$ cat config.mk
export PLATFORM = sky130hd
export DESIGN_NAME = ocd_decode
export DESIGN_NICKNAME = d
export VERILOG_FILES = /design/src/logic/ocd_decode.v
export VERILOG_INCLUDE_DIRS = /design/src /design/src/logic
export SDC_FILE = /design/constraint.sdc
export NUM_CORES = 1
export LEC_CHECK = 0
export BUFFER_PORTS_ARGS = -buffer_cell sky130_fd_sc_hd__buf_2
export CAP_MARGIN = 40
export CORE_MARGIN = 8
export CORE_UTILIZATION = 42
export DETAILED_ROUTE_END_ITERATION = 10
export PLACE_DENSITY = 0.78
export SYNTH_ARGS = -nofsm -noshare
export SYNTH_HDL_FRONTEND = slang
export SYNTH_SLANG_ARGS = --single-unit
$ cat constraint.sdc
create_clock -name clk -period 3.4 [get_ports clk]
set_input_delay 0.17 -clock clk [delete_from_list [all_inputs] [get_ports clk]]
set_output_delay 0.17 -clock clk [all_outputs]
set_load 0.05 [all_outputs]
$ cat src/logic/ocd_decode_regs.vh
/*
 * constants for the opcode decode tail: opcode patterns, select codes,
 * state counts and the control-output encodings. assumes a core clocked
 * at 25 MHz with opcodes delivered one byte at a time by fetch logic.
 */
`ifndef OCD_DECODE_REGS_VH
`define OCD_DECODE_REGS_VH

// -------------------------------------------------------------------------
// opcode patterns
// -------------------------------------------------------------------------
`define OCD_OP_SWAP_DE_HL   8'hEB
`define OCD_OP_SWAP_STACK   8'hE3
`define OCD_OP_LOAD_SP_IMM  8'h31
`define OCD_OP_XOR_MEM      8'hAE
`define OCD_OP_SUB_MEM      8'h96
`define OCD_OP_SUB_IMM      8'hD6
`define OCD_PFX_XOR_REG     5'h15
`define OCD_PFX_SUB_REG     5'h12
`define OCD_PFX_COND_RET    2'h3
`define OCD_LO_COND_RET     3'h0

// -------------------------------------------------------------------------
// register select field
// -------------------------------------------------------------------------
`define OCD_SEL_B    3'h0
`define OCD_SEL_C    3'h1
`define OCD_SEL_D    3'h2
`define OCD_SEL_E    3'h3
`define OCD_SEL_H    3'h4
`define OCD_SEL_L    3'h5
`define OCD_SEL_MEM  3'h6
`define OCD_SEL_A    3'h7

// -------------------------------------------------------------------------
// state counts
// -------------------------------------------------------------------------
`define OCD_ST_SWAP_PAIR   5'h04
`define OCD_ST_SWAP_STACK  5'h12
`define OCD_ST_LOAD_SP     5'h0A
`define OCD_ST_ALU_MEM     5'h07
`define OCD_ST_ALU_REG     5'h04
`define OCD_ST_ALU_IMM     5'h07
`define OCD_ST_COND_SHORT  5'h05
`define OCD_ST_COND_LONG   5'h0B
`define OCD_ST_NONE        5'h00

// -------------------------------------------------------------------------
// operation codes driven to the datapath
// -------------------------------------------------------------------------
`define OCD_ACT_NONE       4'h0
`define OCD_ACT_SWAP_PAIR  4'h1
`define OCD_ACT_SWAP_STACK 4'h2
`define OCD_ACT_LOAD_SP    4'h3
`define OCD_ACT_XOR        4'h4
`define OCD_ACT_SUB        4'h5
`define OCD_ACT_COND_RET   4'h6

// operand source
`define OCD_SRC_REG        2'h0
`define OCD_SRC_MEM        2'h1
`define OCD_SRC_IMM        2'h2
`define OCD_SRC_NONE       2'h3

// condition codes in bits 5:3 of a conditional opcode
`define OCD_CC_NZ  3'h0
`define OCD_CC_Z   3'h1
`define OCD_CC_NC  3'h2
`define OCD_CC_C   3'h3
`define OCD_CC_PO  3'h4
`define OCD_CC_PE  3'h5
`define OCD_CC_P   3'h6
`define OCD_CC_M   3'h7

// operand byte counts
`define OCD_IMM_NONE 2'h0
`define OCD_IMM_ONE  2'h1
`define OCD_IMM_TWO  2'h2

// operand word value before any byte is captured
`define OCD_IMM_CLEAR 16'h0000

`endif

$ cat src/logic/ocd_decode.v
/*
 * opcode decode tail: turns one opcode byte into datapath controls, a
 * state count and an operand-fetch sequence for immediate bytes.
 * assumes fetch presents opcode with opValid for one cycle, presents each
 * operand byte with byteValid, and that flags are stable at opValid.
 */
// Operation
// - EB swaps D/E with H/L, 4 states
// - E3 swaps H/L with stack top, 18
// - 31 loads SP from immediate, 10
// - AE xors memory into A, 7
// - 10101sss xors register into A, 4
// - 10010sss subtracts register from A, 4
// - 96 subtracts memory from A, 7
// - D6 subtracts immediate byte from A, 7
// - select codes B,C,D,E,H,L,M,A = 0..7
// - conditional ops take short or long time
`timescale 1ns/1ns
`include "ocd_decode_regs.vh"

module ocd_decode (
    // clock and reset
    input  wire        clk,
    input  wire        rst,
    // from fetch
    input  wire        opValid,
    input  wire [7:0]  opcode,
    input  wire        byteValid,
    input  wire [7:0]  operandByte,
    // processor flags
    input  wire        flagZero,
    input  wire        flagCarry,
    input  wire        flagParity,
    input  wire        flagSign,
    // to datapath
    output reg         decodeValid,
    output reg  [3:0]  action,
    output reg  [1:0]  operandSource,
    output reg  [2:0]  sourceSelectField,
    output reg  [4:0]  stateCount,
    output reg         conditionTaken,
    output reg         unsupported,
    output reg  [15:0] immediateValue,
    output reg         immediateDone,
    output reg         pcAdvance,
    output reg         busy
);

    // ---------------------------------------------------------------------
    // condition evaluation
    // ---------------------------------------------------------------------
    function condMet;
        input [2:0] cc;
        input       z, cy, p, s;
        begin
            case (cc)
                `OCD_CC_NZ: condMet = ~z;
                `OCD_CC_Z:  condMet = z;
                `OCD_CC_NC: condMet = ~cy;
                `OCD_CC_C:  condMet = cy;
                `OCD_CC_PO: condMet = ~p;
                `OCD_CC_PE: condMet = p;
                `OCD_CC_P:  condMet = ~s;
                default:    condMet = s;
            endcase
        end
    endfunction

    // ---------------------------------------------------------------------
    // register-select decode
    // ---------------------------------------------------------------------
    // memory operand costs a bus cycle, hence the longer state count
    function selIsMem;
        input [2:0] sel;
        begin
            selIsMem = (sel == `OCD_SEL_MEM);
        end
    endfunction

    // ---------------------------------------------------------------------
    // combinational decode
    // ---------------------------------------------------------------------
    reg [3:0] next_action;
    reg [1:0] next_source;
    reg [4:0] next_states;
    reg [1:0] next_immBytes;
    reg       next_taken;
    reg       next_unsupported;

    always @* begin
        next_action      = `OCD_ACT_NONE;
        next_source      = `OCD_SRC_NONE;
        next_states      = `OCD_ST_NONE;
        next_immBytes    = `OCD_IMM_NONE;
        next_taken       = 1'b0;
        next_unsupported = 1'b0;
        if (opcode == `OCD_OP_SWAP_DE_HL) begin
            next_action = `OCD_ACT_SWAP_PAIR;
            next_states = `OCD_ST_SWAP_PAIR;
        end else if (opcode == `OCD_OP_SWAP_STACK) begin
            // SP itself is left alone; datapath reads and writes at SP
            next_action = `OCD_ACT_SWAP_STACK;
            next_states = `OCD_ST_SWAP_STACK;
        end else if (opcode == `OCD_OP_LOAD_SP_IMM) begin
            next_action   = `OCD_ACT_LOAD_SP;
            next_source   = `OCD_SRC_IMM;
            next_immBytes = `OCD_IMM_TWO;
            next_states   = `OCD_ST_LOAD_SP;
        end else if (opcode == `OCD_OP_SUB_IMM) begin
            next_action   = `OCD_ACT_SUB;
            next_source   = `OCD_SRC_IMM;
            next_immBytes = `OCD_IMM_ONE;
            next_states   = `OCD_ST_ALU_IMM;
        end else if (opcode[7:3] == `OCD_PFX_XOR_REG) begin
            next_action = `OCD_ACT_XOR;
            if (selIsMem(opcode[2:0])) begin
                next_source = `OCD_SRC_MEM;
                next_states = `OCD_ST_ALU_MEM;
            end else begin
                next_source = `OCD_SRC_REG;
                next_states = `OCD_ST_ALU_REG;
            end
        end else if (opcode[7:3] == `OCD_PFX_SUB_REG) begin
            next_action = `OCD_ACT_SUB;
            if (selIsMem(opcode[2:0])) begin
                next_source = `OCD_SRC_MEM;
                next_states = `OCD_ST_ALU_MEM;
            end else begin
                next_source = `OCD_SRC_REG;
                next_states = `OCD_ST_ALU_REG;
            end
        end else if (opcode[7:6] == `OCD_PFX_COND_RET && opcode[2:0] == `OCD_LO_COND_RET) begin
            // conditional return: long form only when the action happens
            next_action = `OCD_ACT_COND_RET;
            next_taken  = condMet(opcode[5:3], flagZero, flagCarry, flagParity, flagSign);
            next_states = next_taken ? `OCD_ST_COND_LONG : `OCD_ST_COND_SHORT;
        end else begin
            next_unsupported = 1'b1;
        end
    end

    // ---------------------------------------------------------------------
    // operand fetch sequencer
    // ---------------------------------------------------------------------
    localparam [1:0] ST_IDLE = 2'b00;
    localparam [1:0] ST_LOW  = 2'b01;
    localparam [1:0] ST_HIGH = 2'b10;

    reg [1:0] state;
    reg [1:0] pendBytes;

    always @(posedge clk) begin
        if (rst) begin
            state             <= ST_IDLE;
            pendBytes         <= `OCD_IMM_NONE;
            decodeValid       <= 1'b0;
            action            <= `OCD_ACT_NONE;
            operandSource     <= `OCD_SRC_NONE;
            sourceSelectField <= `OCD_SEL_B;
            stateCount        <= `OCD_ST_NONE;
            conditionTaken    <= 1'b0;
            unsupported       <= 1'b0;
            immediateValue    <= `OCD_IMM_CLEAR;
            immediateDone     <= 1'b0;
            pcAdvance         <= 1'b0;
            busy              <= 1'b0;
        end else begin
            decodeValid   <= 1'b0;
            immediateDone <= 1'b0;
            pcAdvance     <= 1'b0;
            case (state)
                ST_IDLE: begin
                    // opcodes arriving while operands are pending are ignored
                    if (opValid) begin
                        decodeValid       <= 1'b1;
                        action            <= next_action;
                        operandSource     <= next_source;
                        sourceSelectField <= opcode[2:0];
                        stateCount        <= next_states;
                        conditionTaken    <= next_taken;
                        unsupported       <= next_unsupported;
                        immediateValue    <= `OCD_IMM_CLEAR;
                        pendBytes         <= next_immBytes;
                        // pc steps past the opcode; each operand steps it again
                        pcAdvance         <= 1'b1;
                        if (next_immBytes != `OCD_IMM_NONE) begin
                            state <= ST_LOW;
                            busy  <= 1'b1;
                        end
                    end
                end
                ST_LOW: begin
                    if (byteValid) begin
                        immediateValue[7:0] <= operandByte;
                        pcAdvance           <= 1'b1;
                        // single-byte operand ends here, a word waits for its high byte
                        if (pendBytes == `OCD_IMM_TWO) begin
                            state <= ST_HIGH;
                        end else begin
                            state         <= ST_IDLE;
                            busy          <= 1'b0;
                            immediateDone <= 1'b1;
                        end
                    end
                end
                ST_HIGH: begin
                    if (byteValid) begin
                        immediateValue[15:8] <= operandByte;
                        pcAdvance            <= 1'b1;
                        state                <= ST_IDLE;
                        busy                 <= 1'b0;
                        immediateDone        <= 1'b1;
                    end
                end
                default: begin
                    state <= ST_IDLE;
                    busy  <= 1'b0;
                end
            endcase
        end
    end

endmodule // ocd_decode

==> metrics.md, run 1 <==
| Metric | Value |
|---|---|
| Yosys Warn Count | 0 |
| Final-report hold violation count | 0 |
| Synth Area per Inst | 8.917 sq um |
| Cell taking the most area after synthesis | dfxtp_1 |
| Ratio of final minimum period to clock period | 59.14% |
| Slowest cell on crit path | a31oi_1 |
| Largest cells by area after synthesis | dfxtp_1 (44%), a22oi_1 (6.8%), nor2_1 (5.6%), nand2_1 (3.8%), a21oi_1 (3.1%) |
| Via density per instance | 5.391 |
| Net count after synthesis | 225 |
| Largest net degree at the start of global routing | 45 |
| Cell family contributing the most delay on the critical path | compound AO/OA/AOI/OAI gates |
| Port bufs | 58 |
| Sw Pwr | 260.5 uW |
| Slack of the critical path | 1.389 ns |
| Total CTS buffers | 5 |
| Crit path buffers/inverters | 1 |
| Core box area | 0.004000 sq mm |
| Commonest cells in the netlist | dfxtp_1 (39), nor2_1 (26), nand2_1 (18) |
| Most common cell in the netlist | dfxtp_1 |
| Internal | 647.4 uW |
| CP endpoint | stateCount[1]$_SDFFE_PP0P_ |
| Setup Skew | 0.002720 ns |
| Vias in the first global route | 1522 |
| Fmax | 497.3 MHz |
| Drt pass-1 iters | 4 |
| Worst r2r dst | stateCount[1]$_SDFFE_PP0P_ |
| Arr. time, crit path | 2.22 ns |
| Reg power frac | 51.8% |
| DRC | 0 |
| Worst-Skew Late Latency | 0.29 ns |
| Ports | 60 |
| Global route overflow | 0 |
| Sink Count | 39 |
| CTS Hold Bufs | 0 |
| Ys flop type | dfxtp_1 |
| Max Slew Vio Count | 0 |
| Setup violators final | 0 |
| Setup Fix Bufs, Post-CTS | 0 |
| Antenna Cells | 0 |
| Clock Tree Buf Depth | 2 |
| Critical path depth in cells | 6 |
| Drt wl/cell | 15.03 um |
| Unrepaired setup endpoints after global routing | no |
| Root Buffer Master | clkbuf_8 |
| Leak Pwr | 0.0009211 uW |
| Clock transition at path regs | 0.08 ns |
| Area of the multi-input gates | 898.4 sq um |
| Antenna violation net count after detailed routing | 0 |
| Slew Limit Headroom | 37.35% |
| Clock power frac | 35.2% |
| Worst path required time | 3.61 ns |
| Worst-Margin Slew | 0.9312 ns |
| Via count | 1612 |
| Yosys reg bits | 39 |
| Hold Path Class | in2reg |
| CP Launch Type | flip-flop |
| GRT Resource Usage Total | 13.49% |
| Setup TNS | 0 ns |
| Max FO, Critical Path | 21 |
| First-pass GRT wire length | 7.134 mm |
| Hpwl dp | 3.280 mm |
| Sequential share of the synthesized area | 44.44% |
| Initial Utilization | 43.92% |
| Peak VDD IR | 0.0002422 V |
| Reg2reg start | state[1]$_SDFFE_PP0P_ |
| EDFF count, synth | 0 |
| Syn Inst Count | 197 |
| Pwr Total | 907.9 uW |
| Post-synth ARST share | 0% |
| Post-synth top area share | 44.44% |
| Storage cell area | 780.7 sq um |
| Area grow syn2layout | 21.58% |
| R2R Setup Slk | 1.39 ns |
| Fraction of layout cells with a size suffix above 1 | 28.51% |
| Crit path cell chain | inv_1, ha_1, nand2_1, a31oi_1, a21oi_1, a211oi_1 |
| Worst Setup SP | state[1]$_SDFFE_PP0P_ |
| NumNets Final | 276 |
| Htree depth | 2 |
| TritonCTS clock tree | built |
| Num rows | 23 |
| Minimum clock period | 2.011 ns |
| Largest stage delay, worst path | 0.47 ns |
| Power density cells | 425.1 mW/mm^2 |
| Gate power share | 13.0% |
| Initial antenna violation count | 0 |
| Outcome | completed |
| CP Capture Type | flip-flop |
| Post-CTS Resized | 0 |
| GPL Wtd Cong | 0.8745 |
| Critical path class | reg2reg |
| Pre-CTS setup slack | 1.369 ns |
| Maxcap violations | 0 |
| R2R depth | 6 |
| Die span in y | 80.67 um |
| Hold_ws | 0.1308 ns |
| Total die area | 0.006508 sq mm |
| Final-layout fill cell count | 374 |
| Sw Share | 28.69% |
| Synth Cell Area | 0.001757 sq mm |
| Die X | 80.67 um |
| DR iter-0 viols | 112 |
| Post-synthesis cell type count | 49 |
| Total Wirelength | 4.495 mm |
worst register-to-register path, cell delays in order (launching register included):
cell and delay, ns:
dfxtp_1 0.34, inv_1 0.10, ha_1 0.28, nand2_1 0.45, a31oi_1 0.47, a21oi_1 0.08
a211oi_1 0.22
per-layer routing:
layer	global-route usage, %	wire [um]
met2	22.45	2253
met4	4.464	35
met5	0	0
met3	4.241	215
met1	15.96	1991
layout make-up:
type / instances / area share [%]
timing repair buffer: 58 / 13.59
tap: 50 / 2.929
clock buffer: 5 / 3.222
multi-input combinational: 141 / 42.06
sequential: 39 / 36.56
inverter: 3 / 0.5272
clock inverter: 3 / 1.113
cells in the final DEF (no fill, tap or decap), drive strengths merged, types with 3 or more instances in the layout:
master   n
nor3b    4
nand2   18
o21ai    3
nor3     5
nor2    26
and3b    4
clkbuf   5
a21oi   11
nand2b   6
a211oi   5
nor2b    3
o211ai   4
inv      4
a22oi   16
buf     58
dfxtp   39
ha       4
power by group through the flow:
stage | clock, uW | combinational [uW] | sequential, uW
2_1_floorplan | 0 | 51.6 | 513
3_3_place_gp | 0 | 117 | 480
3_5_place_dp | 0 | 118 | 480
4_1_cts | 328 | 119 | 470
5_1_grt | 346 | 127 | 471
6_report | 320 | 118 | 470
flip-flops by register name, indices dropped and copies added, names as in the netlist, 2 cells and up:
name and flops:
pendBytes 2, state 2, stateCount 5, immediateValue 16, operandSource 2, action 3, sourceSelectField 3
logic make-up after synthesis:
kind of cell | synth area share (%)
other cells | 0.2135
simple gates | 24.79
fa+ha+maj | 2.849
mux | 1.852
compound gates | 20.94
buf+inv | 4.415
xor+xnor | 0.4987
flops | 44.44
how the worst min path moves through the flow:
stage | from | to | slack [ns] | depth (start not counted)
after floorplan | opcode[0] | sourceSelectField[0]$_SDFFE_PP0P_ | 0.31 | 2
after global placement | operandByte[7] | immediateValue[7]$_SDFFE_PP0P_ | 0.42 | 3
after detailed placement | operandByte[7] | immediateValue[7]$_SDFFE_PP0P_ | 0.43 | 3
after CTS | operandByte[7] | immediateValue[7]$_SDFFE_PP0P_ | 0.12 | 3
after global routing | operandByte[0] | immediateValue[0]$_SDFFE_PP0P_ | 0.13 | 3
final | operandByte[7] | immediateValue[7]$_SDFFE_PP0P_ | 0.13 | 3
metrics by stage:
stage | instance area [sq um] | utilization, % | cells
after floorplan | 1757 | - | 197
after global routing | 2136 | 53.39 | 299
after detailed placement | 2043 | 51.08 | 291
after CTS | 2136 | 53.39 | 299
final | 2136 | 53.39 | 299
after global placement | 2043 | 51.08 | 291
Power figures use the tool's default switching activity.
==> inputs of run 2 (changes only) <==
==> constraint.sdc (replaced) <==
create_clock -name clk -period 1.9 [get_ports clk]
set_input_delay 0.095 -clock clk [delete_from_list [all_inputs] [get_ports clk]]
set_output_delay 0.095 -clock clk [all_outputs]
set_load 0.05 [all_outputs]
==> run 2 against run 1 <==
Effect of this change: cell count up 2.3%; register-to-register slack worse by 1.2 ns; sequential power up 79%; maximum frequency up 18%; first-iteration DRC count up 42%; critical path type unchanged.
==> metrics.md, run 2 (synthesized netlist as in run 1, its figures left out) <==
| Metric | Value |
|---|---|
| Outcome | completed |
| Area of the multi-input gates | 898.4 sq um |
| Minimum clock period | 1.706 ns |
| Sw Pwr | 469.2 uW |
| Drt pass-1 iters | 4 |
| Most frequent cells in the layout | buf_2 (58), dfxtp_1 (39), nor2_1 (26) |
| Internal | 1166 uW |
| NumNets Final | 283 |
| Setup TNS | 0 ns |
| Hpwl dp | 3.361 mm |
| Sink Count | 39 |
| CTS Hold Bufs | 0 |
| Reg power frac | 51.5% |
| Port bufs | 58 |
| Core box area | 0.004000 sq mm |
| Arr. time, crit path | 1.85 ns |
| Post-CTS Resized | 0 |
| Die span in y | 80.67 um |
| Final-report hold violation count | 0 |
| Worst-Skew Late Latency | 0.30 ns |
| Antenna Cells | 0 |
| Unrepaired setup endpoints after global routing | no |
| Max FO, Critical Path | 6 |
| Setup Skew | 0.006651 ns |
| Storage cell area | 780.7 sq um |
| Final-layout fill cell count | 378 |
| Clock Tree Buf Depth | 2 |
| TritonCTS clock tree | built |
| Setup Fix Bufs, Post-CTS | 0 |
| Reg2reg start | state[1]$_SDFFE_PP0P_ |
| Fmax | 586.1 MHz |
| Gate power share | 13.5% |
| Global route overflow | 0 |
| Largest stage delay, worst path | 0.38 ns |
| Htree depth | 2 |
| Drt wl/cell | 14.56 um |
| Worst Setup SP | state[1]$_SDFFE_PP0P_ |
| CP Launch Type | flip-flop |
| Area grow syn2layout | 24.57% |
| Die X | 80.67 um |
| Clock power frac | 35.1% |
| Power density cells | 747.2 mW/mm^2 |
| Hold path start | operandByte[6] |
| CP Capture Type | flip-flop |
| Ratio of final minimum period to clock period | 89.80% |
| Setup violators final | 0 |
| Fraction of layout cells with a size suffix above 1 | 30.47% |
| DRC | 0 |
| Worst-Margin Slew | 0.7434 ns |
| Clock transition at path regs | 0.08 ns |
| Worst path required time | 2.04 ns |
| Pre-CTS setup slack | 0.2068 ns |
| Crit path cell chain | inv_1, ha_1, buf_4, nand2b_1, o21a_1, nor2b_1, a221oi_2 |
| Root Buffer Master | clkbuf_8 |
| Critical path class | reg2reg |
| Total Wirelength | 4.456 mm |
| Vias in the first global route | 1576 |
| Slew Limit Headroom | 50.44% |
| Maxcap violations | 0 |
| Slack of the critical path | 0.1938 ns |
| Peak VDD IR | 0.0005677 V |
| Max Slew Vio Count | 0 |
| Leak Pwr | 0.0009552 uW |
| First-pass GRT wire length | 7.224 mm |
| Via density per instance | 5.209 |
| Via count | 1594 |
| Slowest cell on crit path | dfxtp_1 |
| Largest net degree at the start of global routing | 45 |
| Most common cell after layout, fill and taps aside | buf_2 |
| Sw Share | 28.69% |
| Initial Utilization | 43.92% |
| Total CTS buffers | 5 |
| GPL Wtd Cong | 0.8234 |
| Largest reg by FF count | immediateValue |
| Total die area | 0.006508 sq mm |
| Hold Path Class | in2reg |
| Largest register FFs | 16 |
| Ports | 60 |
| Num rows | 23 |
| Antenna violation net count after detailed routing | 0 |
| DR iter-0 viols | 159 |
| Initial antenna violation count | 0 |
| Hold_ws | 0.04919 ns |
| Top flop regs | immediateValue: 16 flops, stateCount: 5 flops |
| GRT Resource Usage Total | 13.91% |
-- run 2: power groups by stage --
stage / Combinational [uW] / Sequential (uW) / Clock [uW]
2_1_floorplan: 92.4 / 918 / 0
3_3_place_gp: 218 / 860 / 0
3_5_place_dp: 220 / 860 / 0
4_1_cts: 221 / 842 / 596
5_1_grt: 237 / 844 / 625
6_report: 220 / 841 / 574
-- run 2: worst paths after layout --
path | to | slack, ns | depth (start not counted)
worst max-delay path | busy$_SDFFE_PP0P_ | 0.19 | 7
worst min-delay path | immediateValue[6]$_SDFFE_PP0P_ | 0.05 | 3
worst max register to register | busy$_SDFFE_PP0P_ | 0.19 | 7
worst min register to register | stateCount[4]$_SDFFE_PP0P_ | 0.45 | 2
-- run 2: per-stage QoR --
step / total power (uW) / cell area (sq um) / instances / util, %
2_1_floorplan: 1010 / 1757 / 197 / -
3_3_place_gp: 1079 / 2096 / 298 / 52.39
3_5_place_dp: 1080 / 2096 / 298 / 52.39
4_1_cts: 1658 / 2188 / 306 / 54.71
5_1_grt: 1706 / 2188 / 306 / 54.71
6_report: 1635 / 2188 / 306 / 54.71
-- run 2: area by class of cell --
cell class                      instances  share of cell area [%]
Sequential cell                        39                   35.68
Inverter                                3                  0.5146
Timing Repair Buffer                   65                   15.67
Clock inverter                          3                   1.086
Multi-Input combinational cell        141                   41.05
Tap cell                               50                   2.859
Clock buffer                            5                   3.145
-- run 2: metal layers --
metal / GRT usage [%] / wire length, um / vias up
met2: 21.89 / 2168 / 29
li1: - / - / 827
met5: 0 / 0 / -
met1: 17.30 / 2072 / 732
met4: 8.393 / 95 / 0
met3: 2.344 / 119 / 6
-- run 2: worst max-delay path, delay by kind of cell, from the launching register on --
| kind | cells | cell delay [ns] |
|---|---|---|
| buffers and inverters | 2 | 0.25 |
| adders and majority gates | 1 | 0.22 |
| DFF | 1 | 0.38 |
| and+or+nand+nor | 2 | 0.37 |
| AOI/OAI and AO/OA | 2 | 0.33 |
==> inputs of run 3 (changes only) <==
--- a/config.mk
+++ b/config.mk
@@ -11,6 +11,7 @@
 export CORE_MARGIN = 8
 export CORE_UTILIZATION = 42
 export DETAILED_ROUTE_END_ITERATION = 10
+export GPL_ROUTABILITY_DRIVEN = 0
 export PLACE_DENSITY = 0.78
 export SYNTH_ARGS = -nofsm -noshare
 export SYNTH_HDL_FRONTEND = slang
==> constraint.sdc (replaced) <==
create_clock -name clk -period 2 [get_ports clk]
set_input_delay 0.1 -clock clk [delete_from_list [all_inputs] [get_ports clk]]
set_output_delay 0.1 -clock clk [all_outputs]
set_load 0.05 [all_outputs]
==> run 3 against run 2 <==
Effect of this change: clock skew decreased by 0.0039 ns; count of clock-buffer cells in the layout unchanged; setup slack improved by 0.062 ns; first-iteration DRC count decreased by 29%; critical path depth decreased by 1; core utilization decreased by 0.19 points; sequential power decreased by 5.0%; critical path type unchanged; largest power group unchanged.
==> metrics.md, run 3 (synthesized netlist as in run 1, its figures left out) <==
| Metric | Value |
|---|---|
| Outcome | completed |
| Drt pass-1 iters | 4 |
| NumNets Final | 282 |
| Max Slew Vio Count | 0 |
| Area after DPL | 0.002088 sq mm |
| Vias in the first global route | 1618 |
| Initial Utilization | 43.92% |
| Num rows | 23 |
| Clock Tree Buf Depth | 2 |
| Largest net degree at the start of global routing | 45 |
| Power density cells | 707.2 mW/mm^2 |
| Worst-Margin Slew | 0.7561 ns |
| Critical path class | reg2reg |
| Via count | 1628 |
| Maxcap violations | 0 |
| Largest reg by FF count | immediateValue |
| Port bufs | 58 |
| Slew Limit Headroom | 49.59% |
| CP Launch Type | flip-flop |
| Initial antenna violation count | 0 |
| Met2 GRT Util | 23.42% |
| TritonCTS clock tree | built |
| Antenna violation net count after detailed routing | 0 |
| Fmax | 573.3 MHz |
| Die span in y | 80.67 um |
| Hold_ws | 0.05981 ns |
| Worst path required time | 2.20 ns |
| Root Buffer Master | clkbuf_8 |
| DRC | 0 |
| Final-report hold violation count | 0 |
| Final Cell Area | 0.002181 sq mm |
| Unrepaired setup endpoints after global routing | no |
| Htree depth | 2 |
| Die X | 80.67 um |
| Global route overflow | 0 |
| Area grow syn2layout | 24.15% |
| Most frequent cells in the layout | buf_2 (58), dfxtp_1 (39), nor2_1 (26) |
| GRT busiest layer | met2 |
| GRT Resource Usage Total | 14.12% |
| Setup Fix Bufs, Post-CTS | 0 |
| First-pass GRT wire length | 7.410 mm |
| Setup TNS | 0 ns |
| Clock transition at path regs | 0.08 ns |
| Total die area | 0.006508 sq mm |
| Setup Skew | 0.002774 ns |
| Worst-Skew Late Latency | 0.29 ns |
| Most common cell after layout, fill and taps aside | buf_2 |
| Ratio of final minimum period to clock period | 87.22% |
| Top flop regs | immediateValue: 16 flops, stateCount: 5 flops |
| Met1 usage | 16.97% |
| Leak Pwr | 0.0009510 uW |
| Total Wirelength | 4.476 mm |
| Setup violators final | 0 |
| Drt wl/cell | 14.68 um |
| Ports | 60 |
| Fraction of layout cells with a size suffix above 1 | 30.20% |
| Hpwl dp | 3.424 mm |
| CTS Hold Bufs | 0 |
| Hold Path Class | in2reg |
| Met3 usage | 3.013% |
| CP Capture Type | flip-flop |
| Post-CTS Resized | 0 |
| Antenna Cells | 0 |
| Sink Count | 39 |
| Max FO, Critical Path | 8 |
| Via density per instance | 5.338 |
| Arr. time, crit path | 1.95 ns |
| Largest register FFs | 16 |
| Peak VDD IR | 0.0004358 V |
| Total CTS buffers | 5 |
| Minimum clock period | 1.744 ns |
| Core box area | 0.004000 sq mm |
| DR iter-0 viols | 113 |
[run 3: layout make-up]
class,count,area [sq um]
Timing Repair Buffer,64,335.3
Multi-Input combinational cell,141,898.4
Inverter,3,11.26
Clock inverter,3,23.77
Sequential cell,39,780.7
Clock buffer,5,68.82
Tap cell,50,62.56
Fill cell,382,1819
[run 3: stage by stage]
| stage | power (uW) | util (%) | std cells | setup WS (ns) |
|---|---|---|---|---|
| after detailed placement | 1027 | 52.21 | 297 | 0.3002 |
| final | 1542 | 54.52 | 305 | 0.2557 |
| after CTS | 1559 | 54.52 | 305 | 0.2596 |
| after global routing | 1614 | 54.52 | 305 | 0.03476 |
| after global placement | 1023 | 52.21 | 297 | 0.3635 |
| after floorplan | 959.8 | - | 197 | 0.3909 |
[run 3: where the power goes]
part,switching [uW],total (uW),internal (uW)
Sequential,7.36,799,792
Clock,284,533,249
Combinational,143,210,66.8
Total,435,1540,1110
[run 3: worst paths after layout]
path | cells after the start | start | slack [ns] | to
max | 6 | state[1]$_SDFFE_PP0P_ | 0.26 | stateCount[1]$_SDFFE_PP0P_
min | 3 | operandByte[6] | 0.06 | immediateValue[6]$_SDFFE_PP0P_
max reg2reg | 6 | state[1]$_SDFFE_PP0P_ | 0.26 | stateCount[1]$_SDFFE_PP0P_
min reg2reg | 2 | stateCount[4]$_SDFFE_PP0P_ | 0.45 | stateCount[4]$_SDFFE_PP0P_
[run 3: worst max-delay path, stage by stage, from the launching register on]
cell	delay (ns)
dfxtp_1	0.34
inv_1	0.10
ha_1	0.29
nand2_1	0.23
a31oi_1	0.38
a21oi_1	0.10
a211oi_1	0.22
[run 3: layer usage]
layer / part of all wire (%) / vias to the layer above / routed length (um)
met4: 1.7 / 0 / 78
met3: 4.0 / 8 / 177
met2: 50 / 34 / 2228
li1: - / 828 / -
met1: 45 / 758 / 1992
met5: 0 / - / 0
